==> config.mk <==
export PLATFORM = sky130hd
export DESIGN_NAME = cwr_handler
export DESIGN_NICKNAME = d
export VERILOG_FILES = /design/src/pkg/cwr_pkg.sv /design/src/design/cwr_handler.sv
export SDC_FILE = /design/constraint.sdc
export NUM_CORES = 1
export LEC_CHECK = 0
export ABC_AREA = 1
export BUFFER_PORTS_ARGS = -buffer_cell sky130_fd_sc_hd__buf_2
export CAP_MARGIN = 20
export CORE_MARGIN = 10
export CORE_UTILIZATION = 59
export CTS_CLUSTER_SIZE = 28
export DETAILED_ROUTE_END_ITERATION = 12
export MAX_ROUTING_LAYER = met4
export PLACE_DENSITY = 0.89
export SLEW_MARGIN = 20
export SYNTH_ARGS = -nofsm -noshare
export SYNTH_HDL_FRONTEND = slang
export SYNTH_SLANG_ARGS = --single-unit
==> constraint.sdc <==
create_clock -name core_clk -period 3.2 [get_ports core_clk]
set_clock_uncertainty 0.05 [all_clocks]
set_input_delay 0.16 -clock core_clk [delete_from_list [all_inputs] [get_ports core_clk]]
set_output_delay 0.16 -clock core_clk [all_outputs]
set_load 0.02 [all_outputs]
==> src/pkg/cwr_pkg.sv <==
// Constants and types for the configuration write request handler.
package cwr_pkg;
	// ----------------------------------------------------------------
	// Request field values
	// ----------------------------------------------------------------
	localparam logic [7:0] CWR_FC_WRITE = 8'h15; // Write configuration reference command.
	localparam logic [7:0] CWR_REF_TYPE = 8'h06; // Only valid reference type.
	localparam logic [15:0] CWR_FILE_NUM = 16'h0003; // Only supported file number.
	localparam logic [15:0] CWR_CNT_INT = 16'h0001; // Register count for integer data.
	localparam logic [15:0] CWR_CNT_FLOAT = 16'h0002; // Register count for float data.
	localparam logic [7:0] CWR_BC_INT = 8'h09; // Byte count field for integer writes.
	localparam logic [7:0] CWR_BC_FLOAT = 8'h0B; // Byte count field for float writes.
	localparam logic [4:0] CWR_LEN_INT = 5'h0E; // Whole integer request including CRC.
	localparam logic [4:0] CWR_LEN_FLOAT = 5'h10; // Whole float request including CRC.
	localparam logic [7:0] CWR_TAG_OVR = 8'h7D; // Computer setpoint override tag.
	// ----------------------------------------------------------------
	// Loop and database extension codes (address high byte)
	// ----------------------------------------------------------------
	localparam logic [7:0] CWR_HI_L1_BASIC = 8'h00;
	localparam logic [7:0] CWR_HI_L2_BASIC = 8'h01;
	localparam logic [7:0] CWR_HI_L1_EXT = 8'h40;
	localparam logic [7:0] CWR_HI_L2_EXT = 8'h41;
	localparam int CWR_HI_LOOP_BIT = 0; // Set for loop 2.
	localparam int CWR_HI_EXT_BIT = 6; // Set for the extended database.
	// ----------------------------------------------------------------
	// Infrared framing, exceptions and CRC
	// ----------------------------------------------------------------
	localparam logic [7:0] CWR_IR_SOF = 8'hC0; // Frame start byte value.
	localparam logic [7:0] CWR_IR_EOF = 8'hFF; // Frame end byte value.
	localparam logic [1:0] CWR_IR_SOF_CNT = 2'h3; // Frame start bytes per message.
	localparam logic [7:0] CWR_EXC_FLAG = 8'h80; // Or-ed into the command of an exception.
	localparam logic [7:0] CWR_EXC_ADDR = 8'h02; // Illegal data address.
	localparam logic [7:0] CWR_EXC_VALUE = 8'h03; // Illegal data value.
	localparam logic [7:0] CWR_EXC_BUSY = 8'h06; // Device busy with keypad editing.
	localparam logic [4:0] CWR_EXC_LEN = 5'h05; // Exception frame length including CRC.
	localparam logic [15:0] CWR_CRC_INIT = 16'hFFFF;
	localparam logic [15:0] CWR_CRC_POLY = 16'hA001;
	localparam int CWR_FRAME_MAX = 16; // Largest request kept for the echo.
	// Controller states, one-hot.
	typedef enum logic [2:0] {
		CWR_ST_RX = 3'h1,
		CWR_ST_EVAL = 3'h2,
		CWR_ST_SEND = 3'h4
	} cwr_state_t;
endpackage

==> src/design/cwr_handler.sv <==
// Write configuration reference command handler with echo or exception answer.
`timescale 1ns/10ps
// Overview of operation
// - Accept write command code 15 hex.
// - Config items to nonvolatile store, override to RAM.
// - Digital items integer, analog items float.
// - Successful write answered by exact echo.
// - Register address names the parameter tag.
// - Infrared: three C0 before, FF after.
// - Reference type must be 06.
// - Only file number 3 supported.
// - Low byte tag, high byte loop/extension.
// - High byte 00,01,40,41 select loop/database.
// - Tags 01-7F float, 80-FF integer.
// - Tag 7D is unlimited volatile override.
// - One parameter per write request.
// - Register count 1 integer, 2 float.
// - Keypad editing makes writes answer busy.
module cwr_handler (
	// Clock and reset.
	input wire logic core_clk,
	input wire logic arst_n,
	// Received request bytes, CRC already checked by the link.
	input wire logic rx_valid,
	output logic rx_ready,
	input wire logic [7:0] rx_byte,
	input wire logic rx_end,
	// Answer bytes.
	output logic tx_valid,
	input wire logic tx_ready,
	output logic [7:0] tx_byte,
	output logic tx_last,
	// Static settings and keypad status.
	input wire logic [7:0] dev_addr,
	input wire logic ir_mode,
	input wire logic keypad_busy,
	// Nonvolatile configuration store write port.
	output logic nv_wr,
	output logic nv_loop,
	output logic nv_ext,
	output logic [7:0] nv_tag,
	output logic nv_float,
	output logic [31:0] nv_data,
	// Volatile computer setpoint overrides.
	output logic ovr_wr,
	output logic [31:0] ovr_sp_loop1,
	output logic [31:0] ovr_sp_loop2
);
	import cwr_pkg::*;

	// ----------------------------------------------------------------
	// Declarations
	// ----------------------------------------------------------------
	cwr_state_t st_ff, nxt_st; // Controller state.
	logic [7:0] buf_ff [CWR_FRAME_MAX], nxt_buf [CWR_FRAME_MAX]; // Request bytes, reused as answer.
	logic [4:0] len_ff, nxt_len, pos_ff, nxt_pos, body_pos, total; // Frame length, answer position and span.
	logic [1:0] skip_ff, nxt_skip, cnt_ff, nxt_cnt; // Infrared start bytes seen and answer buffer fill.
	logic bad_ff, nxt_bad, wp_ff, nxt_wp, rp_ff, nxt_rp; // Frame dropped flag and buffer pointers.
	logic nv_wr_ff, nxt_nv_wr, ovr_wr_ff, nxt_ovr_wr; // One-cycle store strobes.
	logic [42:0] nv_rec_ff, nxt_nv_rec; // Loop, extension, float flag, tag and value of the last write.
	logic [31:0] ovr1_ff, nxt_ovr1, ovr2_ff, nxt_ovr2, wdata; // Overrides per loop and the request value.
	logic [7:0] tag, hi, exc_code, exc_fc, push_byte; // Address bytes, exception code and command, answer byte.
	logic is_flt, hi_ok, ours, fmt_ok; // Verdict terms; the exception code is zero when all pass.
	logic [15:0] exc_crc; // CRC of the exception frame.
	logic push, push_last, pop; // Answer byte into and out of the buffer.
	logic [8:0] mem_ff [2], nxt_mem [2]; // Two-entry answer buffer, last flag on top.

	// One CRC16 step over a byte, reflected polynomial.
	function automatic logic [15:0] crc_byte(input logic [15:0] c, input logic [7:0] d);
		logic [15:0] r;
		r = c ^ {8'h00, d};
		for (int i = 0; i < 8; i++) begin
			r = r[0] ? ((r >> 1) ^ CWR_CRC_POLY) : (r >> 1);
		end
		return r;
	endfunction

	// ----------------------------------------------------------------
	// Request decode
	// ----------------------------------------------------------------
	// Field offsets follow the fixed request order, so decode is a plain pick.
	// fixed field order
	assign tag = buf_ff[7];
	assign hi = buf_ff[6];
	assign is_flt = ~tag[7];
	assign hi_ok = (hi == CWR_HI_L1_BASIC) || (hi == CWR_HI_L2_BASIC) ||
		(hi == CWR_HI_L1_EXT) || (hi == CWR_HI_L2_EXT);
	assign ours = !bad_ff && (len_ff > 5'h01) && (buf_ff[0] == dev_addr) && (buf_ff[1] == CWR_FC_WRITE);
	assign fmt_ok = ({buf_ff[8], buf_ff[9]} == (is_flt ? CWR_CNT_FLOAT : CWR_CNT_INT)) &&
		(buf_ff[2] == (is_flt ? CWR_BC_FLOAT : CWR_BC_INT)) &&
		(len_ff == (is_flt ? CWR_LEN_FLOAT : CWR_LEN_INT));
	// Busy is checked first so that the operator always wins over the host.
	always_comb begin
		if (keypad_busy) begin
			exc_code = CWR_EXC_BUSY;
		end else if (buf_ff[3] != CWR_REF_TYPE || {buf_ff[4], buf_ff[5]} != CWR_FILE_NUM ||
			!hi_ok || tag == 8'h00) begin
			exc_code = CWR_EXC_ADDR;
		end else if (!fmt_ok) begin
			exc_code = CWR_EXC_VALUE;
		end else begin
			exc_code = 8'h00;
		end
	end
	assign wdata = is_flt ? {buf_ff[10], buf_ff[11], buf_ff[12], buf_ff[13]} : {16'h0000, buf_ff[10], buf_ff[11]};
	assign exc_fc = buf_ff[1] | CWR_EXC_FLAG;
	assign exc_crc = crc_byte(crc_byte(crc_byte(CWR_CRC_INIT, buf_ff[0]), exc_fc), exc_code);

	// ----------------------------------------------------------------
	// Answer byte source
	// ----------------------------------------------------------------
	// Infrared adds three start bytes and one end byte around the body.
	assign body_pos = ir_mode ? 5'(pos_ff - 5'h03) : pos_ff;
	assign total = ir_mode ? 5'(len_ff + 5'h04) : len_ff;
	assign push_last = (pos_ff == 5'(total - 5'h01));
	assign push_byte = (ir_mode && pos_ff < 5'h03) ? CWR_IR_SOF :
		(ir_mode && push_last) ? CWR_IR_EOF : buf_ff[body_pos[3:0]];
	assign push = (st_ff == CWR_ST_SEND) && (cnt_ff != 2'h2);
	assign rx_ready = (st_ff == CWR_ST_RX);

	// ----------------------------------------------------------------
	// Controller next state
	// ----------------------------------------------------------------
	always_comb begin
		nxt_st = st_ff;
		nxt_buf = buf_ff;
		nxt_len = len_ff;
		nxt_skip = skip_ff;
		nxt_bad = bad_ff;
		nxt_pos = pos_ff;
		nxt_nv_wr = 1'b0;
		nxt_ovr_wr = 1'b0;
		nxt_nv_rec = nv_rec_ff;
		nxt_ovr1 = ovr1_ff;
		nxt_ovr2 = ovr2_ff;
		case (st_ff)
			// Collect one frame; overlong or badly framed frames are dropped.
			CWR_ST_RX: begin
				if (rx_valid) begin
					if (ir_mode && skip_ff < CWR_IR_SOF_CNT) begin
						nxt_bad = bad_ff | (rx_byte != CWR_IR_SOF);
						nxt_skip = 2'(skip_ff + 2'h1);
					end else if (ir_mode && rx_end) begin
						nxt_bad = bad_ff | (rx_byte != CWR_IR_EOF);
					end else if (len_ff == 5'(CWR_FRAME_MAX)) begin
						nxt_bad = 1'b1;
					end else begin
						nxt_buf[len_ff[3:0]] = rx_byte;
						nxt_len = 5'(len_ff + 5'h01);
					end
					if (rx_end) begin
						nxt_st = CWR_ST_EVAL;
						nxt_skip = 2'h0;
					end
				end
			end
			// Decide and either drop a foreign or bad frame, store and echo, or rewrite the buffer as an exception.
			CWR_ST_EVAL: begin
				nxt_pos = 5'h00;
				if (!ours) begin
					nxt_st = CWR_ST_RX;
					nxt_len = 5'h00;
					nxt_bad = 1'b0;
				end else if (exc_code != 8'h00) begin
					nxt_buf[1] = exc_fc;
					nxt_buf[2] = exc_code;
					nxt_buf[3] = exc_crc[7:0];
					nxt_buf[4] = exc_crc[15:8];
					nxt_len = CWR_EXC_LEN;
					nxt_st = CWR_ST_SEND;
				end else begin
					nxt_nv_rec = {hi[CWR_HI_LOOP_BIT], hi[CWR_HI_EXT_BIT], is_flt, tag, wdata};
					if (tag == CWR_TAG_OVR) begin
						nxt_ovr_wr = 1'b1;
						if (hi[CWR_HI_LOOP_BIT]) begin
							nxt_ovr2 = wdata;
						end else begin
							nxt_ovr1 = wdata;
						end
					end else begin
						nxt_nv_wr = 1'b1;
					end
					nxt_st = CWR_ST_SEND;
				end
			end
			// Feed the answer into the buffer while it has room.
			CWR_ST_SEND: begin
				if (push) begin
					nxt_pos = 5'(pos_ff + 5'h01);
					if (push_last) begin
						nxt_st = CWR_ST_RX;
						nxt_len = 5'h00;
						nxt_bad = 1'b0;
					end
				end
			end
			default: begin
				nxt_st = CWR_ST_RX;
			end
		endcase
	end

	// Controller registers.
	always_ff @(posedge core_clk or negedge arst_n) begin
		if (!arst_n) begin
			st_ff <= CWR_ST_RX;
			buf_ff <= '{default: 8'h00};
			len_ff <= 5'h00;
			skip_ff <= 2'h0;
			bad_ff <= 1'b0;
			pos_ff <= 5'h00;
			nv_wr_ff <= 1'b0;
			nv_rec_ff <= 43'h00000000000;
			ovr_wr_ff <= 1'b0;
			ovr1_ff <= 32'h00000000;
			ovr2_ff <= 32'h00000000;
		end else begin
			st_ff <= nxt_st;
			buf_ff <= nxt_buf;
			len_ff <= nxt_len;
			skip_ff <= nxt_skip;
			bad_ff <= nxt_bad;
			pos_ff <= nxt_pos;
			nv_wr_ff <= nxt_nv_wr;
			nv_rec_ff <= nxt_nv_rec;
			ovr_wr_ff <= nxt_ovr_wr;
			ovr1_ff <= nxt_ovr1;
			ovr2_ff <= nxt_ovr2;
		end
	end

	// ----------------------------------------------------------------
	// Two-entry answer buffer
	// ----------------------------------------------------------------
	// A stalled receiver fills it and then holds the controller in its send state.
	assign pop = tx_valid && tx_ready;
	always_comb begin
		nxt_mem = mem_ff;
		nxt_wp = wp_ff;
		nxt_rp = rp_ff;
		if (push) begin
			nxt_mem[wp_ff] = {push_last, push_byte};
			nxt_wp = ~wp_ff;
		end
		if (pop) begin
			nxt_rp = ~rp_ff;
		end
		nxt_cnt = 2'(cnt_ff + {1'b0, push} - {1'b0, pop});
	end

	// Buffer registers.
	always_ff @(posedge core_clk or negedge arst_n) begin
		if (!arst_n) begin
			mem_ff <= '{default: 9'h000};
			wp_ff <= 1'b0;
			rp_ff <= 1'b0;
			cnt_ff <= 2'h0;
		end else begin
			mem_ff <= nxt_mem;
			wp_ff <= nxt_wp;
			rp_ff <= nxt_rp;
			cnt_ff <= nxt_cnt;
		end
	end

	assign tx_valid = (cnt_ff != 2'h0);
	assign tx_byte = mem_ff[rp_ff][7:0];
	assign tx_last = mem_ff[rp_ff][8];
	assign nv_wr = nv_wr_ff;
	assign nv_loop = nv_rec_ff[42];
	assign nv_ext = nv_rec_ff[41];
	assign nv_float = nv_rec_ff[40];
	assign nv_tag = nv_rec_ff[39:32];
	assign nv_data = nv_rec_ff[31:0];
	assign ovr_wr = ovr_wr_ff;
	assign ovr_sp_loop1 = ovr1_ff;
	assign ovr_sp_loop2 = ovr2_ff;

	// ----------------------------------------------------------------
	// Assertions
	// ----------------------------------------------------------------
	cmd_accept_a: assert property (@(posedge core_clk) disable iff (!arst_n)
		(nv_wr || ovr_wr) |-> $past(st_ff == CWR_ST_EVAL) && buf_ff[1] == CWR_FC_WRITE)
		else $error("Write taken for a foreign command.");
	store_split_a: assert property (@(posedge core_clk) disable iff (!arst_n)
		(nv_wr || ovr_wr) |-> (ovr_wr != nv_wr) && (ovr_wr == (nv_tag == CWR_TAG_OVR)))
		else $error("Override and nonvolatile write mixed up.");
	ovr_ram_a: assert property (@(posedge core_clk) disable iff (!arst_n)
		(ovr_wr && nv_loop) |-> ovr_sp_loop2 == nv_data)
		else $error("Loop 2 override not held.");
	fmt_class_a: assert property (@(posedge core_clk) disable iff (!arst_n)
		nv_wr |-> nv_float == !nv_tag[7])
		else $error("Wrong data class for tag.");
	ref_check_a: assert property (@(posedge core_clk) disable iff (!arst_n)
		(st_ff == CWR_ST_EVAL && buf_ff[3] != CWR_REF_TYPE) |=> !nv_wr && !ovr_wr)
		else $error("Bad reference type stored.");
	busy_block_a: assert property (@(posedge core_clk) disable iff (!arst_n)
		(st_ff == CWR_ST_EVAL && ours && keypad_busy) |=> !nv_wr && !ovr_wr && buf_ff[2] == CWR_EXC_BUSY)
		else $error("Write accepted while keypad busy.");
	ir_start_a: assert property (@(posedge core_clk) disable iff (!arst_n)
		(push && ir_mode && pos_ff < 5'h03) |-> push_byte == CWR_IR_SOF && !push_last)
		else $error("Infrared start byte wrong.");
	ir_end_a: assert property (@(posedge core_clk) disable iff (!arst_n)
		(push && ir_mode && push_last) |-> push_byte == CWR_IR_EOF)
		else $error("Infrared end byte wrong.");
	echo_len_a: assert property (@(posedge core_clk) disable iff (!arst_n)
		$rose(nv_wr) |-> st_ff == CWR_ST_SEND && len_ff == (nv_float ? CWR_LEN_FLOAT : CWR_LEN_INT))
		else $error("Echo length differs from request.");
	buf_full_a: assert property (@(posedge core_clk) disable iff (!arst_n)
		(cnt_ff == 2'h2 && !tx_ready) |=> cnt_ff == 2'h2 && $stable(pos_ff))
		else $error("Buffer lost a byte under stall.");
endmodule

After elaboration in Yosys (flattened, before gate mapping)

Cells that the tools add are included.
Widths: inputs -> output; s select.

Register bits: 275
Output and inout port bits: 120
Word-level logic and storage cells: 251

Add/subtract/negate cells: 8
Order comparisons: 9
Equality and inequality tests: 31
Multiplexer cells: 89
Bitwise logic cells: 42
Reductions and logical operators: 40

Operator list:

| operator            | count |
|---|---|
| $mux 120            | 4 |
| $mux 16             | 24 |
| $bwmux 128          | 1 |
| $mux 32             | 3 |
| $not 2->3           | 24 |
| $pmux 32 s2         | 1 |
| $mux 8              | 7 |
| $mux 5              | 11 |
| $mux 9              | 4 |
| $bmux 8 s4          | 1 |
| $demux 8 s4         | 1 |
| $xor 16x8->16       | 2 |
| $eq 8x7->1 const B  | 3 |
| $ne 2x2->1 const B  | 10 |
| $bwmux 18           | 1 |
| $eq 16x2->1         | 1 |
| $logic_not 8->1     | 2 |
| $ne 16x2->1 const B | 1 |
| $ne 8x8->1 const B  | 2 |
| $not 8->16          | 1 |
| $mux 1              | 15 |
| $mux 3              | 5 |
| $pmux 5 s3          | 1 |
| $reduce_and 5->1    | 3 |
| other kinds (49)    | 91 |

Logic depth before layout (Yosys ltp)

Depth after elaboration: 54
Depth in mapped cells: 23

Worst setup path after synthesis

OpenSTA, ideal clock, no wires.

Kind: flip-flop to flip-flop
Start point: register len_ff[2]
End point: register len_ff[0]
Data arrival time: 2.107 ns
Data required time: 3.024 ns
Setup slack: 0.917 ns
Stages on the path, launching flop included: 12
Cell sequence: dfrtp_1 > inv_1 > ha_1 > o21ai_1 > xor2_1 > xor2_1 > nand3_1 > nand2_1 > nand3_2 > inv_1 > o21ai_0 > a2bb2oi_1

Word-level cells in the longest chain between the ends: 8

Ends and longest elaborated chain:

| element                                                             | line               | RTL |
|---|---|---|
| start: declaration                                                  | cwr_handler.sv:56  | `logic [4:0] len_ff, nxt_len, pos_ff, nxt_pos, body_pos, total;` |
| start signal: assignment                                            | cwr_handler.sv:220 | `len_ff <= nxt_len;` |
| parallel branches: the longest is 8 deep, another holds $add 5x3->5 | -                  |  |

Parallel ways; which one is timed is not known.
A chain may end at the register's enable or synchronous reset.

Worst setup path in the final report

Start point: register pos_ff[0]
End point: register mem_ff[10] in the netlist's numbering

Word-level cells in the longest chain between the ends: 9

Ends and longest elaborated chain:

| element                                   | line               | RTL |
|---|---|---|
| start: declaration                        | cwr_handler.sv:56  |  |
| start signal: assignment                  | cwr_handler.sv:223 | `pos_ff <= nxt_pos;` |
| $sub 4x2->4                               | cwr_handler.sv:113 | `assign body_pos = ir_mode ? 5'(pos_ff - 5'h03) : pos_ff;` |
| $mux 4                                    | cwr_handler.sv:113 |  |
| $not 4->5 (implied by the code)           | cwr_handler.sv:117 | `(ir_mode && push_last) ? CWR_IR_EOF : buf_ff[body_pos[3:0]];` |
| $bmux 8 s4                                | cwr_handler.sv:117 |  |
| $mux 8 (implied by the code) (2 in a row) | cwr_handler.sv:117 |  |
| $mux 8                                    | cwr_handler.sv:117 |  |
| $mux 8 (*)                                | cwr_handler.sv:116 | `assign push_byte = (ir_mode && pos_ff < 5'h03) ? CWR_IR_SOF :` |
| $bwmux 18 (*)                             | cwr_handler.sv:242 | `nxt_mem[wp_ff] = {push_last, push_byte};` |
| end signal: assignment                    | cwr_handler.sv:259 | `mem_ff <= nxt_mem;` |
| end: declaration                          | cwr_handler.sv:66  | `logic [8:0] mem_ff [2], nxt_mem [2];` |

Every way passes the cells marked *; elsewhere a longest branch is shown, timed or not. The select of a mux whose other input is x is not followed.

==> reports/qor.yml <==
clockRootBuffer: "clkbuf_16"
crit_arrival_ns: 3.50
power_mw: 14.0
ys.flop_type: "dfrtp_1"
p_per_area_nw_per_um2: 902
yosysTopAreaCell: "dfrtp_1"
syn-num-nets: 1686
status: "completed"
seqPwrFrac_pct: 36.5
synth_area_sq_um: 13500
gp_congestion: 0.991
p_leak_nw: 7.61
grt_max_degree: 121
grt_pass1_vias: 11897
syn_area_per_cell_sq_um: 8.17
synth-async-reset-ratio_pct: 100
path_delay_family: "compound AO/OA/AOI/OAI gates"
firstDrtPassIters: 6
setup_violations: 0
regToRegStartpoint: "pos_ff[0]$_DFFE_PN0P_"
hold_class: "in -> reg"
vias: 12521
rsz0062_at_grt: "false"
antenna_left: 0
period_minus_slack_ns: 3.07
antennaDiodeCount: 0
synthTopCellsByArea: "dfrtp_1 (51%), nand2_1 (12%), o21ai_0 (11%), inv_1 (3.4%), nor2_1 (3.4%)"
drt_iter0_drc: 1913
dp_hpwl_mm: 29.0
syn_inst: 1648
cp.buffers_inverters: 1
finalCritPeriodShare_pct: 95.9
reg2reg_to: "mem_ff[10]$_DFFE_PN0P_"
tightest_slew_ns: 0.912
r2r_setup_slack_ns: 0.13
pwr-share-comb_pct: 38.3
die_height_um: 171
grt_usage_pct: 28.7
final_nets: 1808
tritoncts: "built"
clk_path_buf_depth: 3
io_pins: 143
p_clk_share_pct: 25.2
fp.dieArea_sq_um: 29200
slowest_stage: "inv_1"
grt_first_pass_wirelength_mm: 64.9
utilization_pct: 68.5
die_w_um: 171
p_sw_share_pct: 42.2
synth.distinct_cells: 53
area_delta_synth_final_pct: 15.0
synth_top_area_share_pct: 51.0
drc: 0
cp_slowest_stage_delay_ns: 0.67
cp.required_ns: 3.63
clk_pin_slew_ns: 0.06
irDropWorstVdd_mv: 1.23
startpoint: "pos_ff[0]$_DFFE_PN0P_"
clock_latency_ns: 0.58
placed_cell_area_sq_um: 14400
portBuffers: 142
cp_cell_sequence: "ha_1 > nand2_1 > o21ai_2 > inv_1 > o21ai_0 > o221ai_1 > o311ai_0 > nand3_1 > nand2_1 > o21ai_0"
grt.overflow.total: 0
fin_tns_setup_ns: 0
wl_per_cell_um: 20.0
numClockSinks: 275
slew_viol_final: 0
fin_area_sq_um: 15500
hold_violations: 0
core_area_sq_um: 22600
drv_cap: 0
end_kind: "register"
ys_seq_area_share_pct: 51.1
endpoint: "mem_ff[10]$_DFFE_PN0P_"
antenna_found_initial: 0
max_freq_ghz: 0.326
hold_path_depth: 4
h-tree-depth: 1
rows: 55
r2r_cells: 10
startpoint_type: "register"
crit_type: "reg -> reg"
cts_buffers: 28
ys_seq_elements: 275
ctsResizeCount: 0
path_max_fanout: 29
p_switching_mw: 5.89
synth-edff-count: 0
maxSlewHeadroom_pct: 39.2
final_layout_size_suffix_gt1_share_pct: 15.3
path_depth: 10
viasPerCell: 6.03
p_int_mw: 8.07
yosys_warnings: 0
hold_slack_ns: 0.0238
start_util_pct: 59.6
drt-total-wl_mm: 41.5
[routing by layer]
metal	GRT usage (%)	vias to the layer above	part of all wire (%)
met3	5.00	161	9.4
li1	-	5703	-
met5	-	-	0
met4	15.2	0	5.5
met2	45.4	757	46
met1	34.6	5900	39
[final cells by class]
cell class | instances | area (sq um)
Clock buffer | 38 | 798
Clock inverter | 14 | 201
Fill cell | 1780 | 7100
Inverter | 135 | 509
Multi-Input combinational cell | 1157 | 5700
Sequential cell | 275 | 6880
Tap cell | 285 | 357
Timing Repair Buffer | 173 | 1020
[stage by stage]
step                std cells  setup slack [ns]
floorplan                1648             0.917
global placement         2018             0.301
detailed placement       2018             0.312
CTS                      2077             0.199
global route             2077            0.0606
finish                   2077             0.131
[kinds of logic after synthesis]
group	after synthesis	share of synthesized area, %
AO/OA/AOI/OAI	423	17.3
XOR/XNOR	24	1.62
adder cells (fa/ha/maj)	15	1.39
buffers and inverters	216	6.50
flip-flops	275	51.1
multiplexers	8	0.595
AND/OR/NAND/NOR	687	21.4
[flip-flops by register name, summed over array words and instances, names as in the netlist, 2 cells and up]
signal / cells
skip_ff: 2
hi: 8
tag: 8
buf_ff: 112
st_ff: 3
nv_rec_ff: 43
ovr_sp_loop2: 32
pos_ff: 5
ovr_sp_loop1: 32
cnt_ff: 2
len_ff: 5
mem_ff: 18
[synthesized netlist by cell type, drive strengths merged, types with 2 or more instances]
master	instances
a21oi	31
nand3b	2
or2	7
o211ai	2
o311a	2
clkinv	2
buf	28
a31oi	7
inv	133
ha	15
clkbuf	53
nor4	2
o32ai	2
a22oi	2
xnor2	8
o22ai	11
a311oi	2
nor2	127
nand3	63
xor2	16
o311ai	5
nand4	11
o31ai	2
dfrtp	274
o221ai	23
nor3	15
o21ai	329
nand2	459
mux2i	8
[worst min-delay path: cells and delay by family]
family          cells  cell delay, ns
buf+inv             1            0.14
compound gates      3            0.29
[cell usage in the layout, fill, tap and decap left out, drive strengths merged, types with 16 or more instances in the layout]
cell type,count
nand2,459
o21ai,329
a21oi,31
dfrtp,274
o221ai,23
nand3,63
xor2,16
inv,134
clkbuf,38
buf,166
nor2,127
[power groups by stage]
stage | Clock (mW) | Sequential (mW) | Combinational (mW)
floorplan | 0 | 4.77 | 3.86
CTS | 3.54 | 5.07 | 5.24
detailed placement | 0 | 5.12 | 5.16
finish | 3.52 | 5.10 | 5.34
global route | 3.67 | 5.19 | 5.93
global placement | 0 | 5.08 | 5.02
[how the worst min path moves through the flow]
stage	slack, ns	start	end
6_report	0.02	keypad_busy	buf_ff[89]$_DFFE_PN0P_
5_1_grt	0.02	keypad_busy	buf_ff[89]$_DFFE_PN0P_
4_1_cts	0.005	rx_valid	st_ff[1]$_DFFE_PN0P_
3_5_place_dp	0.25	arst_n	ovr_sp_loop1[18]$_DFFE_PN0P_
3_3_place_gp	0.24	arst_n	ovr_sp_loop1[18]$_DFFE_PN0P_
2_1_floorplan	-0.19	arst_n	bad_ff$_DFFE_PN0P_
[what timing repair did]
| action | CTS | global route |
|---|---|---|
| hold endpoints to repair | 125 | 0 |
| buffers inserted | 0 | 0 |
| hold buffers | 7 | 0 |
Power figures use the tool's default switching activity.
